File: config.mk
export PLATFORM = sky130hd
export DESIGN_NAME = ohf_top
export DESIGN_NICKNAME = d
export VERILOG_FILES = /design/src/ohf_pkg.sv /design/src/ohf_top.sv
export SDC_FILE = /design/constraint.sdc
export NUM_CORES = 1
export LEC_CHECK = 0
export ABC_CLOCK_PERIOD_IN_PS = 2100
export BUFFER_PORTS_ARGS = -buffer_cell sky130_fd_sc_hd__buf_2
export CAP_MARGIN = 20
export CELL_PAD_IN_SITES_DETAIL_PLACEMENT = 0
export CELL_PAD_IN_SITES_GLOBAL_PLACEMENT = 2
export CORE_MARGIN = 4
export CORE_UTILIZATION = 33
export CTS_CLUSTER_DIAMETER = 50
export DETAILED_ROUTE_END_ITERATION = 12
export HOLD_SLACK_MARGIN = 0.12
export PLACE_DENSITY = 0.87
export SLEW_MARGIN = 20
export SYNTH_ARGS = -nofsm -noshare
export SYNTH_HDL_FRONTEND = slang
export SYNTH_SLANG_ARGS = --single-unit
File: constraint.sdc
create_clock -name mclk -period 2.1 [get_ports mclk]
set_input_delay 0.315 -clock mclk [delete_from_list [all_inputs] [get_ports mclk]]
set_output_delay 0.315 -clock mclk [all_outputs]
set_load 0.01 [all_outputs]
File: src/ohf_pkg.sv
// package: constants and types for the overcurrent hiccup fault control block
// How it works
// overcurrent while high side is on ends the pulse at once
// after overcurrent termination high side stays low until next cycle start
// blanking starts just before high-side turn-on, threshold pulled to half supply; here blanking and high side start in the same cycle
// blanking ends when switch node nears supply, after reaction delay
// internal timeout ends blanking if switch node never rises
// overcurrent ignored during blanking
// fault counter increments each cycle with an overcurrent pulse
// fault counter decrements each clean cycle
// count of seven declares fault and forces gate outputs to fault state
// fault disables pwm and runs seven soft-start cycles with gates quiet
// counter decrements at end of each recovery soft-start cycle
// counter at zero re-enables pwm and restarts with soft start
// persistent overcurrent repeats the hiccup indefinitely
// reference is lower of shifted ramp and internal reference
// driver regulator mode has hysteresis between two supply levels
// fault rectifier level: off for source-only, on for source-sink
// soft-start ramp is the recovery timebase
// counter saturates at zero and clears on lockout reset
// ramp-top crossing gives a one-cycle soft-start done pulse
package ohf_pkg;
  localparam int unsigned CLK_HZ = 10_000_000;
  localparam int unsigned REACT_NS = 20;
  localparam int unsigned REACT_CYC =
    ((REACT_NS * (CLK_HZ / 1_000_000) + 999) / 1000 < 1) ? 1 :
    (REACT_NS * (CLK_HZ / 1_000_000) + 999) / 1000;
  localparam int unsigned BLANK_TO_NS = 300;
  localparam int unsigned BLANK_TO_CYC =
    (BLANK_TO_NS * (CLK_HZ / 1_000_000) / 1000 < 1) ? 1 :
    BLANK_TO_NS * (CLK_HZ / 1_000_000) / 1000;
  localparam logic [2:0] FAULT_LIMIT = 3'h7;
  localparam logic [2:0] CNT_ZERO = 3'h0;
  localparam int unsigned MV_W = 16;
  localparam logic [MV_W-1:0] SS_SHIFT_MV = 16'h03E8;
  localparam logic [MV_W-1:0] REF_MV = 16'h02BC;
  localparam logic [MV_W-1:0] LDO_BELOW_MV = 16'h2134;
  localparam logic [MV_W-1:0] REG_ABOVE_MV = 16'h2710;
  localparam logic [MV_W-1:0] SS_TOP_MV = 16'h06A4;

  typedef enum logic [1:0] {
    ST_IDLE = 2'b00,
    ST_BLANK = 2'b01,
    ST_ON = 2'b10,
    ST_OFF = 2'b11
  } ohf_phase_type;

  typedef struct packed {
    logic high_side_gate_drive;
    logic low_side_gate_drive;
    logic threshold_pull;
  } ohf_gate_type;

  typedef struct packed {
    logic [1:0] rst_sync;
    logic [1:0] oc_s;
    logic [1:0] sw_s;
    logic [1:0] pwm_s;
    logic [1:0] cyc_s;
    logic [1:0] ss_top_s;
    logic ss_top_d;
    logic cyc_d;
    ohf_phase_type phase;
    logic [7:0] tmr;
    logic oc_seen;
    logic [2:0] fault_cnt;
    logic fault;
    logic regulated_mode;
    logic ss_done;
    ohf_gate_type gate;
    logic [MV_W-1:0] ref_mv;
  } ohf_state_type;
endpackage

File: src/ohf_top.sv
// module: pulse limit, blanking, hiccup fault counter, reference and regulator mode
`timescale 1ns/100ps
`default_nettype none
module ohf_top import ohf_pkg::*; #(
  parameter bit SINK_VARIANT = 1'b1,
  parameter int unsigned BLANK_CYC = BLANK_TO_CYC
) (
  // clock and lockout reset
  input wire logic mclk,
  input wire logic arst_n,
  // cycle and pwm from oscillator and comparator
  input wire logic cycle_start,
  input wire logic pwm_request,
  // power stage sense
  input wire logic overcurrent_cmp,
  input wire logic switch_node_sense,
  // analog levels as millivolt codes
  input wire logic [MV_W-1:0] soft_start_mv,
  input wire logic [MV_W-1:0] supply_mv,
  // gate and threshold outputs
  output logic high_side_gate_drive,
  output logic low_side_gate_drive,
  output logic current_limit_threshold,
  // status
  output logic fault_active,
  output logic [2:0] fault_count,
  output logic soft_start_done,
  output logic driver_supply_regulator,
  output logic [MV_W-1:0] regulation_ref_mv
);
  ohf_state_type s_r, s_nxt;
  logic rst_n;
  logic cyc_edge;
  logic [MV_W-1:0] shifted;

  assign rst_n = s_r.rst_sync[1];
  assign cyc_edge = s_r.cyc_s[1] & ~s_r.cyc_d;

  always_comb begin
    s_nxt = s_r;
    s_nxt.rst_sync = s_r.rst_sync;
    s_nxt.oc_s = {s_r.oc_s[0], overcurrent_cmp};
    s_nxt.sw_s = {s_r.sw_s[0], switch_node_sense};
    s_nxt.pwm_s = {s_r.pwm_s[0], pwm_request};
    s_nxt.cyc_s = {s_r.cyc_s[0], cycle_start};
    s_nxt.ss_top_s = {s_r.ss_top_s[0], (soft_start_mv >= SS_TOP_MV)};
    s_nxt.cyc_d = s_r.cyc_s[1];
    s_nxt.ss_top_d = s_r.ss_top_s[1];
    s_nxt.ss_done = s_r.ss_top_s[1] & ~s_r.ss_top_d;
    // shifted ramp floors at zero below the offset
    shifted = (soft_start_mv > SS_SHIFT_MV) ? soft_start_mv - SS_SHIFT_MV : '0;
    s_nxt.ref_mv = (shifted < REF_MV) ? shifted : REF_MV;
    if (supply_mv < LDO_BELOW_MV) begin
      s_nxt.regulated_mode = 1'b0;
    end else if (supply_mv > REG_ABOVE_MV) begin
      s_nxt.regulated_mode = 1'b1;
    end
    if (s_r.fault) begin
      // hiccup: pwm off, gates held, counter walks down on each ramp
      s_nxt.phase = ST_IDLE;
      if (s_r.ss_done) begin
        s_nxt.fault_cnt = s_r.fault_cnt - 3'h1;
        if (s_r.fault_cnt == 3'h1) begin
          s_nxt.fault = 1'b0;
        end
      end
    end else if (cyc_edge) begin
      // close out previous cycle
      if (s_r.oc_seen) begin
        s_nxt.fault_cnt = s_r.fault_cnt + 3'h1;
        if (s_r.fault_cnt + 3'h1 == FAULT_LIMIT) begin
          s_nxt.fault = 1'b1;
        end
      end else if (s_r.fault_cnt != CNT_ZERO) begin
        s_nxt.fault_cnt = s_r.fault_cnt - 3'h1;
      end
      s_nxt.oc_seen = 1'b0;
      s_nxt.tmr = 8'h00;
      // blanking begins in the same cycle as the high side turns on
      s_nxt.phase = s_r.pwm_s[1] ? ST_BLANK : ST_OFF;
    end else begin
      case (s_r.phase)
        ST_BLANK: begin
          s_nxt.tmr = s_r.tmr + 8'h01;
          if (!s_r.pwm_s[1]) begin
            s_nxt.phase = ST_OFF;
          end else if (s_r.sw_s[1] && s_r.tmr >= 8'(REACT_CYC - 1)) begin
            s_nxt.phase = ST_ON;
          end else if (s_r.tmr >= 8'(BLANK_CYC - 1)) begin
            s_nxt.phase = ST_ON;
          end
        end
        ST_ON: begin
          // sensing only counts once the threshold is released
          if (s_r.oc_s[1]) begin
            s_nxt.oc_seen = 1'b1;
            s_nxt.phase = ST_OFF;
          end else if (!s_r.pwm_s[1]) begin
            s_nxt.phase = ST_OFF;
          end
        end
        ST_OFF: s_nxt.phase = ST_OFF;
        ST_IDLE: s_nxt.phase = ST_IDLE;
        default: s_nxt.phase = ST_IDLE;
      endcase
    end
    // gate outputs from next phase; fault overrides
    s_nxt.gate.high_side_gate_drive = (s_nxt.phase == ST_ON) || (s_nxt.phase == ST_BLANK);
    s_nxt.gate.low_side_gate_drive = (s_nxt.phase == ST_OFF);
    s_nxt.gate.threshold_pull = (s_nxt.phase == ST_BLANK);
    if (s_nxt.fault) begin
      s_nxt.gate.high_side_gate_drive = 1'b0;
      s_nxt.gate.low_side_gate_drive = SINK_VARIANT;
      s_nxt.gate.threshold_pull = 1'b0;
    end
    s_nxt.ss_done = s_nxt.ss_done;
  end

  // one register process for the whole state, so no field has two drivers;
  // lockout asserts at once but releases through the two-flop sync
  always_ff @(posedge mclk or negedge arst_n) begin
    if (!arst_n) begin
      s_r.rst_sync <= 2'h0;
      s_r.oc_s <= 2'h0;
      s_r.sw_s <= 2'h0;
      s_r.pwm_s <= 2'h0;
      s_r.cyc_s <= 2'h0;
      s_r.ss_top_s <= 2'h0;
      s_r.ss_top_d <= 1'b0;
      s_r.cyc_d <= 1'b0;
      s_r.phase <= ST_IDLE;
      s_r.tmr <= 8'h00;
      s_r.oc_seen <= 1'b0;
      s_r.fault_cnt <= 3'h0;
      s_r.fault <= 1'b0;
      s_r.regulated_mode <= 1'b0;
      s_r.ss_done <= 1'b0;
      s_r.gate <= '0;
      s_r.ref_mv <= '0;
    end else if (!rst_n) begin
      s_r.rst_sync <= {s_r.rst_sync[0], 1'b1};
      s_r.phase <= ST_IDLE;
      s_r.fault_cnt <= 3'h0;
      s_r.fault <= 1'b0;
      s_r.gate <= '0;
    end else begin
      s_r.rst_sync <= {s_r.rst_sync[0], 1'b1};
      s_r.oc_s <= s_nxt.oc_s;
      s_r.sw_s <= s_nxt.sw_s;
      s_r.pwm_s <= s_nxt.pwm_s;
      s_r.cyc_s <= s_nxt.cyc_s;
      s_r.ss_top_s <= s_nxt.ss_top_s;
      s_r.ss_top_d <= s_nxt.ss_top_d;
      s_r.cyc_d <= s_nxt.cyc_d;
      s_r.phase <= s_nxt.phase;
      s_r.tmr <= s_nxt.tmr;
      s_r.oc_seen <= s_nxt.oc_seen;
      s_r.fault_cnt <= s_nxt.fault_cnt;
      s_r.fault <= s_nxt.fault;
      s_r.regulated_mode <= s_nxt.regulated_mode;
      s_r.ss_done <= s_nxt.ss_done;
      s_r.gate <= s_nxt.gate;
      s_r.ref_mv <= s_nxt.ref_mv;
    end
  end

  assign high_side_gate_drive = s_r.gate.high_side_gate_drive;
  assign low_side_gate_drive = s_r.gate.low_side_gate_drive;
  assign current_limit_threshold = s_r.gate.threshold_pull;
  assign fault_active = s_r.fault;
  assign fault_count = s_r.fault_cnt;
  assign soft_start_done = s_r.ss_done;
  assign driver_supply_regulator = s_r.regulated_mode;
  assign regulation_ref_mv = s_r.ref_mv;
endmodule
`default_nettype wire

==> flow_summary.toml <==
[status]
status = "completed"

[hold_path]
hold_end = "s_nxt[47]$_DFFE_PN0P_"
min_path_type = "primary input to flop"
hold_path_startpoint = "overcurrent_cmp"
worst_hold_path.num_cells = 2

[floorplanning]
core_area_um2 = 8260
io-pin-count = 63
placement_rows = 33
chipWidth_um = 100
initial_util = 0.340
floorplan.die_area_um2 = 10100
die-height_um = 100

[layout]
post_route_cells_drive_above_1_share = 0.293
area_growth_syn_to_layout_pct = 17.8
nFillCells = 845
fin_cells = 446
finalInstanceArea_um2 = 3310
multi_input_gate_area_um2 = 1310
n_antenna_cell = 0
mostFrequentLayoutCells = "buf_2 (62), dfrtp_1 (50), nor2_1 (20)"
num-nets-final = 388
final_common_cell = "buf_2"
final-seq-area_um2 = 1250

[timing]
max_slew.worst_pin.slew_ns = 0.568
grt_setup_unrepaired = "false"
clock.fmax_ghz = 0.519
setup_viol_count_final = 0
post-route-worst-setup-slack_ns = 0.173
min_period_ns = 1.93
final-hold-violation-count = 0
timing.setup.tns_ns = 0
final.period_utilization = 0.918
slew-limit-headroom = 0.621
slew_viol_final = 0
final.setup_skew_ns = 0.00408

[critical_path]
reg2reg_from = "s_r[27]$_DFFE_PN0P_"
critPathMostFrequentCell = "ha_1"
cpMaxStageDelayCell = "dfrtp_1"
path_depth = 8
worst-r2r-cell-count = 8
critical_path.endpoint_type = "flop"
timing.critical_path.required_ns = 2.32
cp_cell_sequence = "ha_1 > nor3_1 > nand3_1 > and3b_1 > o21ai_1 > nor2b_2 > ha_1 > nor3b_1"
rrSetupSlack_ns = 0.17
path_buf_inv = 0
path_delay_family = "simple AND/OR/NAND/NOR gates"
worstPathArrival_ns = 2.15
regToRegEndpoint = "high_side_gate_drive$_DFF_PN0_"
classification_of_the_worst_setup_path = "flop to flop"
critical_path.startpoint_type = "flop"
critical_path_peak_fanout = 5
critical_path.max_stage_delay_ns = 0.43

[placement]
place.port_buffers = 62
placedInstanceArea_um2 = 3170
place_congestion = 0.898
placed_cells = 435
place_worst_setup_slack_ns = 0.0656
dp_hpwl_mm = 4.85

[global_route]
grt_util_all_layers = 0.128
grt_first_pass_wirelength_mm = 10.6
antenna_violations_before_repair = 0
maximum_number_of_pins_on_one_net_before_global_route_repair = 29
number_of_global_route_vias_before_repair = 2268
grt_residual_overflow = 0

[pwr]
power_density_nw_per_um2 = 741
design_power_mw = 2.45
static_leakage_nw = 1.55
ir_worst_vdd_uv = 325

[synth]
synth_compound_area_frac = 0.147
post_synth_xor_area_fraction = 0.0374
synth_edf_count = 0
yosys.cell_types.count = 53
post_synth_instance_area_um2 = 2810
asyncSetResetFlopFracSynth = 1.00
synth_area_per_cell_um2 = 9.86
synth_top_family_by_area = "simple AND/OR/NAND/NOR gates"
yosys_warnings = 0
ys_seq_area_frac = 0.445
main_flop_type_after_synthesis = "dfrtp_1"
muxShareOfSynthArea = 0.0507
synth-simple-area-share = 0.184
synthAdderAreaFrac = 0.0445
synth-seq-cells = 50
synth_cells = 285
synth_fp_nets = 333

[drt]
drtIter0Drc = 66
num_vias = 2240
drt_pass1_iterations = 4
drc = 0
route.final.wire_length_mm = 6.26
post_drt_wl_per_cell_um = 14.0
drt.antenna.violating_nets = 0
post_drt_via_cell_ratio = 5.02

[clock_network]
cts.reportedPaths.clkPinSlew_ns = 0.09
cts-htree-levels = 2
cts-buffers-inserted = 5
tritoncts_num_sinks = 50
buffer_type_at_the_clock_tree_root = "clkbuf_8"
tritoncts = "built"
source_to_sink_clock_delay_at_the_later_pin_of_the_worst_skew_pair_ns = 0.30
cts.path.max_buffers = 2

[flow_run]
maxCapViolations = 0
## cell families (layout without fill, tap and decap cells)
kind of cell,after synthesis,in the layout
compound gates,58,58
xor+xnor,12,12
fa+ha+maj,10,10
buf+inv,47,103
flops,50,50
mux,13,13
other cells,1,1
simple gates,94,94
## how the worst max path moves through the flow
stage                              startpoint  slack [ns]                                to
after detailed placement     soft_start_mv[3]        0.07  regulation_ref_mv[6]$_DFFE_PN0P_
final                     s_r[27]$_DFFE_PN0P_        0.17    high_side_gate_drive$_DFF_PN0_
after global placement       soft_start_mv[3]        0.12  regulation_ref_mv[8]$_DFFE_PN0P_
after global routing      s_r[27]$_DFFE_PN0P_       0.004    high_side_gate_drive$_DFF_PN0_
after floorplan              soft_start_mv[3]        0.12  regulation_ref_mv[0]$_DFFE_PN0P_
after CTS                 s_r[26]$_DFFE_PN0P_        0.08    high_side_gate_drive$_DFF_PN0_
## flip-flops by register name (all words and copies together) (netlist names)
signal                   flops
low_side_gate_drive          1
fault_count                  3
regulation_ref_mv           16
rst_n                        1
s_nxt                        8
current_limit_threshold      1
s_r                         16
driver_supply_regulator      1
soft_start_done              1
fault_active                 1
high_side_gate_drive         1
## metal layers
metal | up-vias | wire length, µm | GRT usage
met5 | - | 0 | 0
met4 | 0 | 127 | 0.0446
met3 | 9 | 266 | 0.0271
met2 | 50 | 2960 | 0.209
met1 | 1086 | 2900 | 0.168
li1 | 1095 | - | -
## synthesized netlist by cell type (all sizes together), types with 2 or more instances
| master | n | area (µm²) |
|---|---|---|
| and2 | 3 | 18.8 |
| o32ai | 4 | 35.0 |
| o2111ai | 2 | 23.8 |
| o21a | 3 | 22.5 |
| and3 | 5 | 31.3 |
| nand3 | 7 | 35.0 |
| o221a | 2 | 22.5 |
| buf | 21 | 155 |
| nor2 | 20 | 75.1 |
| nor3b | 3 | 22.5 |
| dfrtp | 50 | 1250 |
| nor2b | 10 | 62.6 |
| nor3 | 6 | 30.0 |
| and3b | 2 | 17.5 |
| nor4 | 3 | 18.8 |
| clkbuf | 8 | 30.0 |
| nand3b | 4 | 33.8 |
| o211ai | 3 | 22.5 |
| a31oi | 4 | 25.0 |
| nand2b | 5 | 31.3 |
| xnor2 | 5 | 43.8 |
| o21ai | 16 | 80.1 |
| a211oi | 2 | 20.0 |
| o22ai | 3 | 18.8 |
| inv | 18 | 67.6 |
| o311a | 2 | 20.0 |
| ha | 10 | 125 |
| mux2i | 3 | 30.0 |
| a21oi | 5 | 25.0 |
| o31ai | 5 | 37.5 |
| nand2 | 18 | 67.6 |
| nand4 | 3 | 33.8 |
| xor2 | 7 | 61.3 |
| mux2 | 10 | 113 |
## per-stage QoR
stage | utilization | hold WS (ns)
2_1_floorplan | - | 0.0194
3_3_place_gp | 0.384 | 0.333
3_5_place_dp | 0.384 | 0.337
4_1_cts | 0.399 | 0.229
5_1_grt | 0.401 | 0.219
6_report | 0.401 | 0.241
## layout make-up
| type | instances | share of cell area |
|---|---|---|
| multi-input combinational | 188 | 0.396 |
| sequential | 50 | 0.378 |
| timing repair buffer | 77 | 0.132 |
| tap | 105 | 0.0397 |
| clock buffer | 5 | 0.0208 |
| inverter | 18 | 0.0204 |
| clock inverter | 3 | 0.0136 |
## worst reg2reg max path: cells and delay by family, from the launching register on
family / cells / cell delay [ns]
and+or+nand+nor: 5 / 0.84
adders and majority gates: 2 / 0.44
AOI/OAI and AO/OA: 1 / 0.14
DFF: 1 / 0.43
## report_power, final
part	total, mW	internal [mW]	switching [mW]	leakage (nW)
logic	0.622	0.301	0.321	0.881
registers	1.16	1.07	0.0892	0.618
clock network	0.677	0.354	0.322	0.0504
## what timing repair did
action / in CTS / in global routing
hold buffers: 1 / 0
setup buffers: 0 / 2
hold endpoints to repair: 22 / 0
endpoints found under the setup margin: 0 / 1
resized for setup: 0 / 2
Note: power is estimated with default switching activity, not from simulation.
